==> src/ptu_defs.svh <==
// constants of the pwm timer unit: widths, reset values, codes, limits
`ifndef PTU_DEFS_SVH
`define PTU_DEFS_SVH

`define PTU_NUM_CH     2
`define PTU_SIGN_BIT   15
`define PTU_ZERO       16'h0000
`define PTU_ONE        16'h0001
`define PTU_CNT_MAX    16'hFFFF
`define PTU_VAL_RST    16'h0000
`define PTU_MOD_RST    16'h0000
`define PTU_BYTE_RST   8'h00
// edge / level select codes {edge_level_sel_b, edge_level_sel_a}
`define PTU_EDGE_OFF   2'h0
`define PTU_EDGE_RISE  2'h1
`define PTU_EDGE_FALL  2'h2
`define PTU_EDGE_BOTH  2'h3
// output compare actions on the same two bits
`define PTU_OC_TOGGLE  2'h1
`define PTU_OC_CLEAR   2'h2
`define PTU_OC_SET     2'h3

`endif

==> src/ptu_pkg.sv <==
// types shared by the pwm timer unit modules
package ptu_pkg;
  typedef logic [15:0] ptu_word_t;
  typedef logic [7:0]  ptu_byte_t;
  typedef logic [1:0]  ptu_sel_t;
  typedef enum logic [1:0] {
    MODE_CAPTURE,
    MODE_COMPARE,
    MODE_EDGE_PWM,
    MODE_CENTER_PWM
  } ptu_mode_t;
endpackage

==> src/ptu_cnt_if.sv <==
// counter state handed from the counter to the channel logic
`timescale 1ns/100ps
interface ptu_cnt_if;
  import ptu_pkg::*;
  ptu_word_t count;
  ptu_word_t modulus;
  logic      countDown;
  logic      wrapEvt;
  logic      atZero;
  modport src (output count, modulus, countDown, wrapEvt, atZero);
  modport dst (input count, modulus, countDown, wrapEvt, atZero);
endinterface

==> src/ptu_timer_channels.sv <==
// channel logic of the pwm timer unit: capture, compare, edge and center pwm
// Functional notes
// - capture edge copies count into channel value
// - capture edge selectable rising, falling or both
// - byte read freezes captured word until other
// - capture event sets channel event flag
// - compare match sets, clears or toggles pin
// - compare value loads after both bytes written
// - edge pwm uses up counter, coexists
// - edge pwm polarity chosen by edge_level_sel_a
// - zero gives 0%, above modulus 100% duty
// - edge pwm value loads at count zero
// - centered mode: all channels, up/down, period 2*modulus
// - centered: zero or negative value 0% duty
// - centered: up match low, down match high
// - centered buffers load together at turn
// - control writes discard pending value bytes
// - pwm and compare match sets event flag
// - enabled interrupt follows flag level
// - flag clears by read-set then write zero
// - event between steps restarts clear sequence
// - wrap flag on up wrap or turn
// - mode bits pick capture, compare or pwm
`timescale 1ns/100ps
`include "ptu_defs.svh"
module ptu_timer_channels (
  input  wire logic                    clk,
  input  wire logic                    rst,
  input  wire logic                    centeredMode,
  input  wire logic                    wrapIrqEn,
  input  wire logic                    timerCtrlWr,
  input  wire logic                    modWrHi,
  input  wire logic                    modWrLo,
  input  wire ptu_pkg::ptu_byte_t      wrData,
  input  wire logic                    wrapFlagRd,
  input  wire logic                    wrapFlagClr,
  input  wire logic [`PTU_NUM_CH-1:0]  chModeB,
  input  wire logic [`PTU_NUM_CH-1:0]  chModeA,
  input  wire logic [`PTU_NUM_CH-1:0]  chEdgeB,
  input  wire logic [`PTU_NUM_CH-1:0]  chEdgeA,
  input  wire logic [`PTU_NUM_CH-1:0]  chIrqEn,
  input  wire logic [`PTU_NUM_CH-1:0]  chCtrlWr,
  input  wire logic [`PTU_NUM_CH-1:0]  chValWrHi,
  input  wire logic [`PTU_NUM_CH-1:0]  chValWrLo,
  input  wire logic [`PTU_NUM_CH-1:0]  chValRdHi,
  input  wire logic [`PTU_NUM_CH-1:0]  chValRdLo,
  input  wire logic [`PTU_NUM_CH-1:0]  chFlagRd,
  input  wire logic [`PTU_NUM_CH-1:0]  chFlagClr,
  input  wire logic [`PTU_NUM_CH-1:0]  chPinIn,
  output ptu_pkg::ptu_word_t           countView,
  output ptu_pkg::ptu_word_t           chValView [`PTU_NUM_CH],
  output logic [`PTU_NUM_CH-1:0]       chOut,
  output logic [`PTU_NUM_CH-1:0]       chOutEn,
  output logic [`PTU_NUM_CH-1:0]       chFlag,
  output logic [`PTU_NUM_CH-1:0]       chIrq,
  output logic                         wrapFlag,
  output logic                         wrapIrq
);
  import ptu_pkg::*;

  localparam int NCH = `PTU_NUM_CH;

  ptu_cnt_if cnt ();

  ptu_word_t          chValue   [NCH];
  ptu_byte_t          chHiBuf   [NCH];
  ptu_byte_t          chLoBuf   [NCH];
  ptu_mode_t          chMode    [NCH];
  ptu_sel_t           chEdge    [NCH];
  logic [NCH-1:0]     chHiDone;
  logic [NCH-1:0]     chLoDone;
  logic [NCH-1:0]     chLoad;
  logic [NCH-1:0]     chMatch;
  logic [NCH-1:0]     chCapEvt;
  logic [NCH-1:0]     chEvt;
  logic [NCH-1:0]     chArmed;
  logic [NCH-1:0]     next_chFlag;
  logic [NCH-1:0]     next_chArmed;
  logic [NCH-1:0]     chRdLock;
  logic [NCH-1:0]     chRdFirstHi;
  logic [NCH-1:0]     pinMeta;
  logic [NCH-1:0]     pinSync;
  logic [NCH-1:0]     pinPrev;
  logic               wrapArmed;
  logic               next_wrapFlag;
  logic               next_wrapArmed;

  // mode decode shared by every channel
  function automatic ptu_mode_t mode_of(input logic ctr, input logic b,
                                        input logic a);
    if (ctr) return MODE_CENTER_PWM;
    if (b)   return MODE_EDGE_PWM;
    if (a)   return MODE_COMPARE;
    return MODE_CAPTURE;
  endfunction

  // two-step flag clear, returns {flag, armed}; a new event always wins
  function automatic logic [1:0] flag_step(input logic flag,
    input logic armed, input logic evt, input logic rd, input logic clr);
    logic f;
    logic a;
    f = flag;
    a = armed;
    if (rd && flag) a = 1'b1;
    if (clr && armed) begin
      f = 1'b0;
      a = 1'b0;
    end
    if (evt) begin
      f = 1'b1;
      a = 1'b0;
    end
    return {f, a};
  endfunction

  ptu_counter u_counter (
    .clk          (clk),
    .rst          (rst),
    .centeredMode (centeredMode),
    .timerCtrlWr  (timerCtrlWr),
    .modWrHi      (modWrHi),
    .modWrLo      (modWrLo),
    .wrData       (wrData),
    .cnt          (cnt.src)
  );

  assign countView = cnt.count;

  // capture pins cross in from outside; the first stage feeds only the second
  always_ff @(posedge clk or posedge rst) begin
    if (rst) begin
      pinMeta <= '0;
      pinSync <= '0;
      pinPrev <= '0;
    end else begin
      pinMeta <= chPinIn;
      pinSync <= pinMeta;
      pinPrev <= pinSync;
    end
  end

  // per-channel events and buffer load conditions
  always_comb begin
    for (int i = 0; i < NCH; i++) begin
      chMode[i]   = mode_of(centeredMode, chModeB[i], chModeA[i]);
      chEdge[i]   = {chEdgeB[i], chEdgeA[i]};
      chMatch[i]  = (cnt.count == chValue[i]);
      unique case (chEdge[i])
        `PTU_EDGE_OFF:  chCapEvt[i] = 1'b0;
        `PTU_EDGE_RISE: chCapEvt[i] = pinSync[i] && !pinPrev[i];
        `PTU_EDGE_FALL: chCapEvt[i] = !pinSync[i] && pinPrev[i];
        `PTU_EDGE_BOTH: chCapEvt[i] = pinSync[i] != pinPrev[i];
      endcase
      chCapEvt[i] = chCapEvt[i] && chMode[i] == MODE_CAPTURE;
      chEvt[i]    = (chMode[i] == MODE_CAPTURE) ? chCapEvt[i]
                                                : chMatch[i];
      unique case (chMode[i])
        MODE_EDGE_PWM:   chLoad[i] = cnt.atZero;
        MODE_CENTER_PWM: chLoad[i] = cnt.wrapEvt;
        default:         chLoad[i] = 1'b1;
      endcase
      chLoad[i] = chLoad[i] && chHiDone[i] && chLoDone[i];
      {next_chFlag[i], next_chArmed[i]} = flag_step(chFlag[i],
        chArmed[i], chEvt[i], chFlagRd[i], chFlagClr[i]);
    end
    {next_wrapFlag, next_wrapArmed} = flag_step(wrapFlag, wrapArmed,
      cnt.wrapEvt, wrapFlagRd, wrapFlagClr);
  end

  // channel value: capture takes priority over a pending buffered load
  always_ff @(posedge clk or posedge rst) begin
    if (rst) begin
      for (int i = 0; i < NCH; i++) begin
        chValue[i] <= `PTU_VAL_RST;
        chHiBuf[i] <= `PTU_BYTE_RST;
        chLoBuf[i] <= `PTU_BYTE_RST;
      end
      chHiDone <= '0;
      chLoDone <= '0;
    end else begin
      for (int i = 0; i < NCH; i++) begin
        if (chCapEvt[i]) begin
          chValue[i] <= cnt.count;
        end else if (chLoad[i]) begin
          chValue[i] <= {chHiBuf[i], chLoBuf[i]};
        end
        if (chCtrlWr[i]) begin
          chHiDone[i] <= 1'b0;
          chLoDone[i] <= 1'b0;
        end else begin
          if (chLoad[i]) begin
            chHiDone[i] <= 1'b0;
            chLoDone[i] <= 1'b0;
          end
          if (chValWrHi[i]) begin
            chHiBuf[i]  <= wrData;
            chHiDone[i] <= 1'b1;
          end
          if (chValWrLo[i]) begin
            chLoBuf[i]  <= wrData;
            chLoDone[i] <= 1'b1;
          end
        end
      end
    end
  end

  // read view: follows the value until a byte read freezes it
  always_ff @(posedge clk or posedge rst) begin
    if (rst) begin
      for (int i = 0; i < NCH; i++) begin
        chValView[i] <= `PTU_VAL_RST;
      end
      chRdLock    <= '0;
      chRdFirstHi <= '0;
    end else begin
      for (int i = 0; i < NCH; i++) begin
        if (!chRdLock[i]) begin
          chValView[i] <= chValue[i];
        end
        if (chCtrlWr[i]) begin
          chRdLock[i] <= 1'b0;
        end else if (!chRdLock[i] && (chValRdHi[i] || chValRdLo[i])) begin
          chRdLock[i]    <= 1'b1;
          chRdFirstHi[i] <= chValRdHi[i];
        end else if (chRdLock[i] && (chRdFirstHi[i] ? chValRdLo[i]
                                                    : chValRdHi[i])) begin
          chRdLock[i] <= 1'b0;
        end
      end
    end
  end

  // pin drive is registered so a match never glitches the pin
  always_ff @(posedge clk or posedge rst) begin
    if (rst) begin
      chOut   <= '0;
      chOutEn <= '0;
    end else begin
      for (int i = 0; i < NCH; i++) begin
        chOutEn[i] <= chMode[i] != MODE_CAPTURE && chEdge[i] != `PTU_EDGE_OFF;
        unique case (chMode[i])
          MODE_CAPTURE: chOut[i] <= chOut[i];
          MODE_COMPARE: begin
            if (chMatch[i]) begin
              unique case (chEdge[i])
                `PTU_EDGE_OFF:  chOut[i] <= chOut[i];
                `PTU_OC_TOGGLE: chOut[i] <= !chOut[i];
                `PTU_OC_CLEAR:  chOut[i] <= 1'b0;
                `PTU_OC_SET:    chOut[i] <= 1'b1;
              endcase
            end
          end
          // high from wrap to match; 0 never high, above modulus always
          MODE_EDGE_PWM: chOut[i] <= (cnt.count < chValue[i])
                                     ^ chEdgeA[i];
          // low from the up match, high again from the down match, so the
          // matching count itself counts once and the pulse is 2*value wide
          MODE_CENTER_PWM: chOut[i] <= (chValue[i] != `PTU_ZERO
            && !chValue[i][`PTU_SIGN_BIT]
            && (cnt.count < chValue[i]
                || (cnt.countDown && cnt.count == chValue[i])))
            ^ chEdgeA[i];
        endcase
      end
    end
  end

  // flags and static interrupt requests, registered from the next flag
  always_ff @(posedge clk or posedge rst) begin
    if (rst) begin
      chFlag    <= '0;
      chArmed   <= '0;
      chIrq     <= '0;
      wrapFlag  <= 1'b0;
      wrapArmed <= 1'b0;
      wrapIrq   <= 1'b0;
    end else begin
      chFlag    <= next_chFlag;
      chArmed   <= next_chArmed;
      chIrq     <= next_chFlag & chIrqEn;
      wrapFlag  <= next_wrapFlag;
      wrapArmed <= next_wrapArmed;
      wrapIrq   <= next_wrapFlag && wrapIrqEn;
    end
  end
endmodule // ptu_timer_channels

==> src/ptu_counter.sv <==
// main 16-bit counter with byte-buffered modulus, up or up/down counting
`timescale 1ns/100ps
`include "ptu_defs.svh"
module ptu_counter (
  input  wire logic         clk,
  input  wire logic         rst,
  input  wire logic         centeredMode,
  input  wire logic         timerCtrlWr,
  input  wire logic         modWrHi,
  input  wire logic         modWrLo,
  input  wire ptu_pkg::ptu_byte_t wrData,
  ptu_cnt_if.src            cnt
);
  import ptu_pkg::*;

  ptu_word_t count;
  ptu_word_t modulus;
  ptu_word_t terminal;
  ptu_byte_t modHiBuf;
  ptu_byte_t modLoBuf;
  logic      modHiDone;
  logic      modLoDone;
  logic      down;
  logic      wrapEvt;
  logic      modLoad;

  // in up counting a zero modulus means free running to the maximum count
  assign terminal = (modulus == `PTU_ZERO) ? `PTU_CNT_MAX : modulus;
  // wrap marks the edge that leaves the terminal count
  assign wrapEvt  = centeredMode ? (!down && count == modulus)
                                 : (count == terminal);
  // centered mode holds new bytes until the turn so all buffers move together
  assign modLoad  = modHiDone && modLoDone && (!centeredMode || wrapEvt);

  assign cnt.count     = count;
  assign cnt.modulus   = modulus;
  assign cnt.countDown = down;
  assign cnt.wrapEvt   = wrapEvt;
  assign cnt.atZero    = (count == `PTU_ZERO);

  // counting: up with wrap, or up to modulus and back down to zero
  always_ff @(posedge clk or posedge rst) begin
    if (rst) begin
      count <= `PTU_ZERO;
      down  <= 1'b0;
    end else if (!centeredMode) begin
      down  <= 1'b0;
      count <= wrapEvt ? `PTU_ZERO : count + `PTU_ONE;
    end else if (!down) begin
      if (count >= modulus) begin
        down  <= 1'b1;
        count <= count - `PTU_ONE;
      end else begin
        count <= count + `PTU_ONE;
      end
    end else if (count == `PTU_ZERO) begin
      down  <= 1'b0;
      count <= `PTU_ONE;
    end else begin
      count <= count - `PTU_ONE;
    end
  end

  // modulus byte buffers; a timer control write drops pending bytes
  always_ff @(posedge clk or posedge rst) begin
    if (rst) begin
      modulus   <= `PTU_MOD_RST;
      modHiBuf  <= `PTU_BYTE_RST;
      modLoBuf  <= `PTU_BYTE_RST;
      modHiDone <= 1'b0;
      modLoDone <= 1'b0;
    end else begin
      if (timerCtrlWr) begin
        modHiDone <= 1'b0;
        modLoDone <= 1'b0;
      end else begin
        if (modLoad) begin
          modulus   <= {modHiBuf, modLoBuf};
          modHiDone <= 1'b0;
          modLoDone <= 1'b0;
        end
        if (modWrHi) begin
          modHiBuf  <= wrData;
          modHiDone <= 1'b1;
        end
        if (modWrLo) begin
          modLoBuf  <= wrData;
          modLoDone <= 1'b1;
        end
      end
    end
  end
endmodule // ptu_counter

==> config.mk <==
export PLATFORM = sky130hd
export DESIGN_NAME = ptu_timer_channels
export DESIGN_NICKNAME = d
export VERILOG_FILES = /design/src/ptu_pkg.sv /design/src/ptu_cnt_if.sv /design/src/ptu_timer_channels.sv /design/src/ptu_counter.sv
export VERILOG_INCLUDE_DIRS = /design/src /design/src/src
export SDC_FILE = /design/constraint.sdc
export NUM_CORES = 1
export LEC_CHECK = 0
export ABC_AREA = 1
export CAP_MARGIN = 5
export CELL_PAD_IN_SITES_DETAIL_PLACEMENT = 2
export CELL_PAD_IN_SITES_GLOBAL_PLACEMENT = 2
export CORE_AREA = 5 5 200 202
export CTS_BUF_LIST = sky130_fd_sc_hd__clkbuf_8
export CTS_CLUSTER_DIAMETER = 30
export DETAILED_ROUTE_END_ITERATION = 12
export DIE_AREA = 0 0 205 207
export DONT_BUFFER_PORTS = 1
export PLACE_DENSITY_LB_ADDON = 0.1
export SETUP_SLACK_MARGIN = 0.02
export SYNTH_ARGS = -nofsm -noshare
export SYNTH_HDL_FRONTEND = slang
export SYNTH_SLANG_ARGS = --single-unit
==> constraint.sdc <==
create_clock -name clk -period 7.3 [get_ports clk]
set_clock_uncertainty 0.1 [all_clocks]
set_input_delay 0.365 -clock clk [delete_from_list [all_inputs] [get_ports clk]]
set_output_delay 0.365 -clock clk [all_outputs]
set_load 0.02 [all_outputs]
### Word level (Yosys, flattened, before mapping)

Cells that the tools add are included.

* register bits after elaboration: 174
* latch bits: 0
* memory bits (writable): 0
* bits in read-only memories: 0
* word-level logic and storage cells: 245
* memories kept: 0

* add/subtract/negate cells: 2
* multipliers: 0
* div/mod/pow operators: 0
* order comparisons: 3
* eq/ne operators: 22
* shifts and indexed selects: 0
* multiplexer cells: 87
* bitwise operators: 10
* reductions and logical operators: 85

Operator list (number)
* 16-bit two-way mux: 10
* 16-bit equality test: 4
* 1-bit two-way mux: 58
* 3-bit nonzero test: 11
* 1-bit logical AND: 32
* 16-bit zero test: 2
* 16-bit less-than comparator: 2
* 16-bit nonzero test: 2
* 2-bit two-way mux: 11
* 2-bit AND reduction: 9
* 16-bit by 1-bit adder with 16-bit output, second input constant: 1
* 2-bit equality test, second input constant: 8
* 16-bit greater-or-equal comparator: 1
* 16-bit by 1-bit subtractor with 16-bit output, second input constant: 1
* 1-bit zero test: 12
* 1-bit case mux with 3 select lines: 4
* 2-bit nonzero test: 6
* 2-bit by 1-bit equality test with 1-bit output, second input constant: 4
* 2-bit zero test: 4
* 2-bit inequality test, second input constant: 4
* 1-bit case mux with 4 select lines: 2
* 3-bit AND reduction: 2
* 1-bit logical OR: 5
* 1-bit NOT: 5
* other kinds (4): 9

### Longest topological paths before layout

Gate-level depths: netlist of run 1.

* word-level depth: 14
* gate-level depth with buffers: 15
* gate-level depth less buffers: 14

### Modules after synthesis

From an unflattened synthesis of run 1, not the netlist that was laid out.

* cell total of the unflattened synthesis: 1141
* area total of the unflattened synthesis: 9341.5 µm²

Modules (own cells, without submodules)
* ptu_timer_channels: times used 1, cells an instance 654, area each 5880.6 µm²
* ptu_counter: times used 1, cells an instance 487, area each 3460.8 µm²

### Worst setup path after synthesis of run 1

No wires, ideal clock.

* path type: register to register
* start: register u_counter.count[0], in the netlist u_counter.cnt.count[0]
* end: register u_counter.modulus[10], in the netlist u_counter.cnt.modulus[10]
* setup time: 0.123 ns
* arrival: 2.174 ns
* slack: 4.903 ns
* cell stages (with the launch flop): 13
* buffers on the path: 1
* clock period less this slack: 2.397 ns
* cell sequence: dfrtp_1 inv_1 ha_1 nand2_1 nor3_1 nand2_1 o21ai_4 nand2_1 nor2_2 nand2_2 buf_2 nor2_1 a21oi_1

* longest elaborated chain between the ends: 6
* elaborated cells between the ends (all ways): 7
* those cells by class: eq/ne (2); mux (1); reduce/logical (4)

Ends and longest elaborated chain
* start: declaration: RTL line ptu_counter.sv:16 `ptu_word_t count;`
* start signal: assignment: RTL line ptu_counter.sv:44 `` count <= `PTU_ZERO; ``
* start signal: assignment: RTL line ptu_counter.sv:48 `` count <= wrapEvt ? `PTU_ZERO : count + `PTU_ONE; ``
* start signal: assignment: RTL line ptu_counter.sv:52 `` count <= count - `PTU_ONE; ``
* 16-bit equality test: RTL line ptu_counter.sv:30 `assign wrapEvt = centeredMode ? (!down && count == modulus)`
* 1-bit logical AND: RTL line ptu_counter.sv:30
* 1-bit two-way mux *: RTL line ptu_counter.sv:30
* 1-bit logical OR *: RTL line ptu_counter.sv:33 `assign modLoad = modHiDone && modLoDone && (!centeredMode || wrapEvt);`
* 1-bit logical AND *: RTL line ptu_counter.sv:33
* 2-bit AND reduction (no source line) *
* end signal: assignment: RTL line ptu_counter.sv:67 `` modulus <= `PTU_MOD_RST; ``
* end signal: assignment: RTL line ptu_counter.sv:78 `modulus <= {modHiBuf, modLoBuf};`
* end: declaration: RTL line ptu_counter.sv:17 `ptu_word_t modulus;`

Mark *: on every way between the ends. The rest lies on a longest branch, timed or not.
A chain may end at the register's enable or synchronous reset.

### Final worst setup path of run 1

Same ends and word-level chain as after synthesis.

==> impl_results.md, run 1 <==
- Status: finished clean
- Total GRT Usage: 18.4%
- Post-Route Setup TNS: 0 ps
- Vias in the first global route: 8915
- Area growth syn-to-layout: 13.5%
- Drc violations: 0
- I/O pins: 101
- Worst reg2reg endpoint: u_counter.cnt.modulus[10]$_DFFE_PP0P_
- Post-cts sizing count: 0
- Inserted Clock Buffers: 17
- Total core area: 38100 um^2
- Synth cell types: 38
- RSZ-0062 raised after global routing: no
- DIE AREA: 42400 um^2
- Initial antenna violation count: 6
- Comb power frac: 30.7%
- Area leader, netlist: dfrtp_1
- CP startpoint: u_counter.cnt.count[0]$_DFF_PP0_
- FF+latch area: about 4400 um^2
- Mapped Area: 9380 um^2
- # Max-Cap Violations: 0
- Worst-Skew Late Latency: about 500 ps
- Final WL: 38300 um
- Final slew viol count: 0
- Largest net degree at the start of global routing: 108
- Avg Inst Size Synth: 8.09 um^2
- Fmax: 283 MHz
- Sw Pwr: 0.00135 W
- Initial DRC Count: 388
- Internal reg-to-reg setup slack: 3770 ps
- Starting Density: 24.6%
- Synth area leaders: dfrtp_1 (46%), nand2_1 (13%), o21ai_0 (7.6%)
- Setup violators final: 0
- Placer Congestion: 0.816
- Die Y: between 200 and 250 um
- Maximum root-to-sink buffer count: 2
- Total number of vias: 8095
- Vias per Instance: between 4 and 5
- Asr flop ratio synth: 100%
- Pre-antenna DRT Iters: 4
- Slew @ Worst Pin: 1020 ps
- Nets@finish: 1286
- Hold Path Depth: 4
- Crit-path max FO: 32
- First-pass GRT wire length: 58100 um
- Critical path class: reg2reg
- Hold buffer count at cts: 33
- Synth Warn #: 0
- H-tree depth: 4
- Setup crit end: u_counter.cnt.modulus[10]$_DFFE_PP0P_
- Syn_nets: 1258
- Post-synth EDFFs: 0
- Fill cells: roughly 4400
- Crit path DAT: 3780 ps
- Sw frac: 42.2%
- Cell row count: 72
- Die span in x: 205 um
- Power density over the cells: 300 nW/um^2
- Reg2reg start: u_counter.cnt.count[0]$_DFF_PP0_
- Antenna Violating Nets Remaining: 0
- Seq/Total Area, Yosys: a little under half
- Number of buffers added on ports: 0
- Worst setup SP type: flop
- Post-DR wirelength/cell: about 22 um
- Top cells by count, synth: nand2_1 (314), dfrtp_1 (174), o21ai_0 (143), inv_1 (113), nor2_1 (75)
- Peak supply drop: 113 uV
- Leakage Power: 5.06 nW
- Hold Slack: 40.4 ps
- CP Capture Type: flop
- Seq cells post-synth: 174
- Congestion Overflow GR: 0
- CTS Sinks: between 150 and 200
- Min-Delay Path Class: in2reg
- Area of the multi-input gates: 4360 um^2
- Count of final hold-check violations: 0
- Worst-path clk slew: 110 ps
- Worst relative slew slack: 32.0%
- Most frequent cell after synthesis: nand2_1
- Post-Syn Instances: 1160
- Flop pwr share: a little under half
- Cell internal pwr: about 0.0018 W
- CTS root buf: clkbuf_8
- Hpwl dp: 27300 um
- Clock group share of total power: 22.5%
- Layout cells sized above 1: 6.33%
- Setup bufs post-CTS: 0
- Worst R2R Path Depth: 11
- Final Critical Period: between 3000 and 4000 ps
- Yosys top cell area share: 46.4%
- Critical Path RT: 7550 ps
- Crit share post-route: 48.3%
- CTS tree: yes
- Dominant synthesized flop cell: dfrtp_1
==> metrics by stage <==
step / setup slack, ps / instance area, um^2 / total power (W) / instances / util, %
floorplan: 2120 / 9380 / 0.00210 / 1160 / -
global placement: 3850 / 9920 / 0.00246 / 1654 / 26.0
detailed placement: 3800 / 9920 / 0.00250 / 1654 / 26.0
CTS: 3730 / 10700 / 0.00326 / 1719 / 27.9
global route: 3530 / 10700 / 0.00346 / 1719 / 27.9
finish: 3770 / 10700 / 0.00319 / 1720 / 28.0
==> power by group through the flow <==
stage,Sequential (W),Combinational (W),Clock [W]
2_1_floorplan,0.00146,0.000642,0
3_3_place_gp,0.00152,0.000945,0
3_5_place_dp,0.00153,0.000972,0
4_1_cts,0.00151,0.00101,0.000748
5_1_grt,0.00153,0.00114,0.000784
6_report,0.00149,0.000982,0.000717
==> logic make-up (layout without fill, tap and decap cells) <==
| kind of cell | count (synthesis) | count (layout) | share of synthesized area [%] |
|---|---|---|---|
| DFF | 174 | 174 | 46.4 |
| other | 0 | 1 | 0 |
| xor gates and xnor gates | 26 | 26 | 2.43 |
| AOI/OAI and AO/OA | 246 | 246 | 14.3 |
| buffers and inverters | 156 | 197 | 7.15 |
| adders and majority gates | 55 | 55 | 7.33 |
| and+or+nand+nor | 503 | 503 | 22.4 |
==> cell usage in the layout (no fill, tap or decap), types with 15 or more instances in the layout <==
cell             n
nand2_1        314
dfrtp_1        174
o21ai_0        143
inv_1          114
nor2_1          75
nand3_1         56
ha_1            55
a21oi_1         42
dlygate4sd3_1   33
o21ai_1         28
xor2_1          25
clkbuf_8        20
nand4_1         18
nor3_1          17
buf_4           15
==> worst min path at each step <==
stage	start	endpoint	slack, ps
floorplan	pinMeta[0]$_DFF_PP0_	pinSync[0]$_DFF_PP0_	230
global placement	pinMeta[1]$_DFF_PP0_	pinSync[1]$_DFF_PP0_	240
detailed placement	pinMeta[1]$_DFF_PP0_	pinSync[1]$_DFF_PP0_	240
CTS	chEdgeA[0]	chOut[0]$_DFFE_PP0P_	2
global route	chEdgeA[0]	chOut[0]$_DFFE_PP0P_	20
finish	chEdgeA[0]	chOut[0]$_DFFE_PP0P_	40
==> layout make-up <==
| class | count | share of cell area, % |
|---|---|---|
| Antenna cell | 1 | 0.0235 |
| Clock buffer | 20 | 2.58 |
| Clock inverter | 12 | 1.13 |
| Inverter | 117 | 4.19 |
| Multi-Input combinational cell | 830 | 41.0 |
| Sequential cell | 174 | 40.9 |
| Tap cell | 518 | 6.08 |
| Timing Repair Buffer | 48 | 4.16 |
==> sequential cells by signal, summed over array words and instances (netlist names), 8 cells and up <==
| register | count |
|---|---|
| chHiBuf | 16 |
| u_counter.modLoBuf | 8 |
| u_counter.cnt.modulus | 16 |
| chValView | 32 |
| u_counter.modHiBuf | 8 |
| u_counter.cnt.count | 16 |
| chValue | 32 |
| chLoBuf | 16 |
==> per-layer routing <==
layer / track usage (%) / share of wire (%)
met1: 25.6 / 48
met2: 29.6 / 47
met3: 3.27 / 3.8
met4: 4.64 / 1.7
met5: 0 / 0.031
==> worst max-delay path, stage by stage, from the launching register on <==
cell and delay [ps]:
dfrtp_1 750, inv_1 380, ha_1 390, nand2_1 50, nor3_1 180, nand2_1 150
o21ai_4 340, nand2_1 150, nor2_2 140, nand2_2 360, nor2_1 310, a21oi_1 60
Note: power is estimated with default switching activity, not from simulation.
==> inputs of run 2 (changes only) <==
Clock period 7.3 ns to 3.25 ns, I/O delays scaled along.
==> impl_results.md, run 2 (synthesis gave the netlist of run 1 again) <==
- Die span in x: around 200 um
- Leakage Power: 5.23 nW
- DIE AREA: 42400 um^2
- Pre-antenna DRT Iters: 5
- Post-Route Setup TNS: 0 ps
- Inserted Clock Buffers: 17
- Hold Path Depth: 3
- Worst R2R Path Depth: 10
- # Max-Cap Violations: 0
- Hpwl dp: 29500 um
- Layout cells sized above 1: roughly 8.6%
- CP top delay family: simple AND/OR/NAND/NOR gates
- Power density over the cells: 663 nW/um^2
- Place WS: 202 ps
- Vias per Instance: 4.67
- Worst setup SP type: flop
- Starting Density: approximately 25%
- Final WS setup: 199 ps
- Final slew viol count: 0
- Cell row count: 72
- Most common cell after layout, fill and taps aside: nand2_1
- Fmax: 328 MHz
- Top flop regs: chValView: 32 flops, chValue: 32 flops
- Hold Slack: 42.9 ps
- H-tree depth: 4
- Worst reg2reg endpoint: chValue[0]$_DFFE_PP0P_
- Crit-path max FO: 32
- Internal reg-to-reg setup slack: approximately 200 ps
- Area of the multi-input gates: between 4000 and 5000 um^2
- Drc violations: 0
- RSZ-0062 raised after global routing: yes
- Die Y: 207 um
- Count of final hold-check violations: 0
- Critical-path top delay cell: nand2_2
- Fill cells: 4431
- CP Capture Type: flop
- Worst relative slew slack: between 30% and 40%
- Crit share post-route: 93.9%
- Non-filler instance count after layout: 1761
- FF+latch area: ~4400 um^2
- Vias in the first global route: 8976
- Total GRT Usage: between 10% and 20%
- Number of buffers added on ports: 0
- Setup violators final: 0
- Hold Crit Start: chModeA[1]
- Slew @ Worst Pin: 959 ps
- Crit path cell chain: ha_1, nand4_1, nor3_1, nand2_1, o21ai_4, buf_4, nand4_1, nand2_2, nand2_1, o21ai_1
- Placer Congestion: 0.832
- Dpl cells: 1680
- CTS tree: yes
- Slowest stage delay, CP: 500 ps
- Largest net degree at the start of global routing: 65
- Min-Delay Path Class: in2reg
- Min-Delay Endpoint: chFlag[1]$_DFF_PP0_
- I/O pins: just over 100
- Total power draw: approximately 0.0073 W
- Congestion Overflow GR: 0
- Final WL: 38500 um
- Area growth syn-to-layout: 17.7%
- Initial DRC Count: 388
- Antenna Violating Nets Remaining: 0
- Reg2reg start: u_counter.cnt.count[6]$_DFF_PP0_
- Total number of vias: 8221
- Critical Path RT: 3560 ps
- Status: finished clean
- Final Critical Period: around 3100 ps
- Diode count: 0
- Worst-Skew Late Latency: about 500 ps
- CTS Sinks: 174
- Most frequent cells in the layout: nand2_1 (314), dfrtp_1 (173), o21ai_0 (142), inv_1 (112), nor2_1 (75)
- Crit path DAT: approximately 3400 ps
- Maximum root-to-sink buffer count: 2
- Worst-path clk slew: 100 ps
- Initial antenna violation count: 0
- Total core area: 38100 um^2
- CTS root buf: clkbuf_8
- Post-DR wirelength/cell: 21.9 um
- CP Buf/Inv Count: 1
- First-pass GRT wire length: 58700 um
- Peak supply drop: 275 uV
- Critical path class: reg2reg
- Nets@finish: about 1300
## run 2: changes by cell type in the layout (fill, tap and decap cells not counted), moves of 2 or more
cell / previous run / this run
buf_4: 15 / 38
dlygate4sd3_1: 33 / 49
inv_6: 0 / 5
buf_12: 0 / 3
clkbuf_8: 20 / 17
clkinv_2: 4 / 1
clkinvlp_4: 2 / 5
inv_1: 114 / 112
inv_8: 1 / 3
## run 2: through the flow
stage	util [%]	area, um^2
after floorplan	-	9390
after global placement	26.6	10200
after detailed placement	26.6	10200
after CTS	28.9	11000
after global routing	29.0	11000
final	29.0	11000
## run 2: layer usage
layer | wire, um | vias up | track usage, %
met5 | 0 | - | 0
met4 | 586 | 0 | 4.20
met3 | 1160 | 23 | 3.03
met2 | 18000 | 111 | 29.9
met1 | 18800 | 4136 | 26.1
li1 | - | 3951 | -
## run 2: timing repair
| item | in CTS | in global routing |
|---|---|---|
| gates resized for setup | 0 | 4 |
| buffers inserted | 0 | 0 |
| endpoints found under the hold margin | 109 | 0 |
| setup endpoints to repair | 0 | 5 |
| hold buffers | 49 | 0 |
## run 2: how the worst max path moves through the flow
stage	start	to	slack [ps]	cells past startpoint
global placement	u_counter.cnt.count[6]$_DFF_PP0_	u_counter.cnt.modulus[12]$_DFFE_PP0P_	400	11
global route	u_counter.cnt.count[6]$_DFF_PP0_	chIrq[1]$_DFF_PP0_	10	12
finish	u_counter.cnt.count[6]$_DFF_PP0_	chValue[0]$_DFFE_PP0P_	200	10
floorplan	rst	chArmed[0]$_DFFE_PP0P_	760	1
CTS	u_counter.cnt.count[6]$_DFF_PP0_	chOut[1]$_DFFE_PP0P_	130	12
detailed placement	u_counter.cnt.count[15]$_DFF_PP0_	chValue[12]$_DFFE_PP0P_	200	9
## run 2: cell type report
class	count	share of cell area [%]
tap	518	5.87
multi-input combinational	830	39.6
sequential	174	39.4
timing repair buffer	90	7.57
clock inverter	15	1.37
inverter	117	4.01
clock buffer	17	2.12
## run 2: worst reg2reg max path: stages, from the launching register on
cell and delay [ps]:
dfrtp_1 490, ha_1 350, nand4_1 120, nor3_1 340, nand2_1 210, o21ai_4 210
buf_4 190, nand4_1 150, nand2_2 500, nand2_1 170, o21ai_1 140
## run 2: power by group
part,switching (W),total [W],internal (W)
combinational,0.00164,0.00244,0.000803
sequential,0.000604,0.00329,0.00269
clock,0.000956,0.00159,0.000632
total,0.00320,0.00732,0.00412
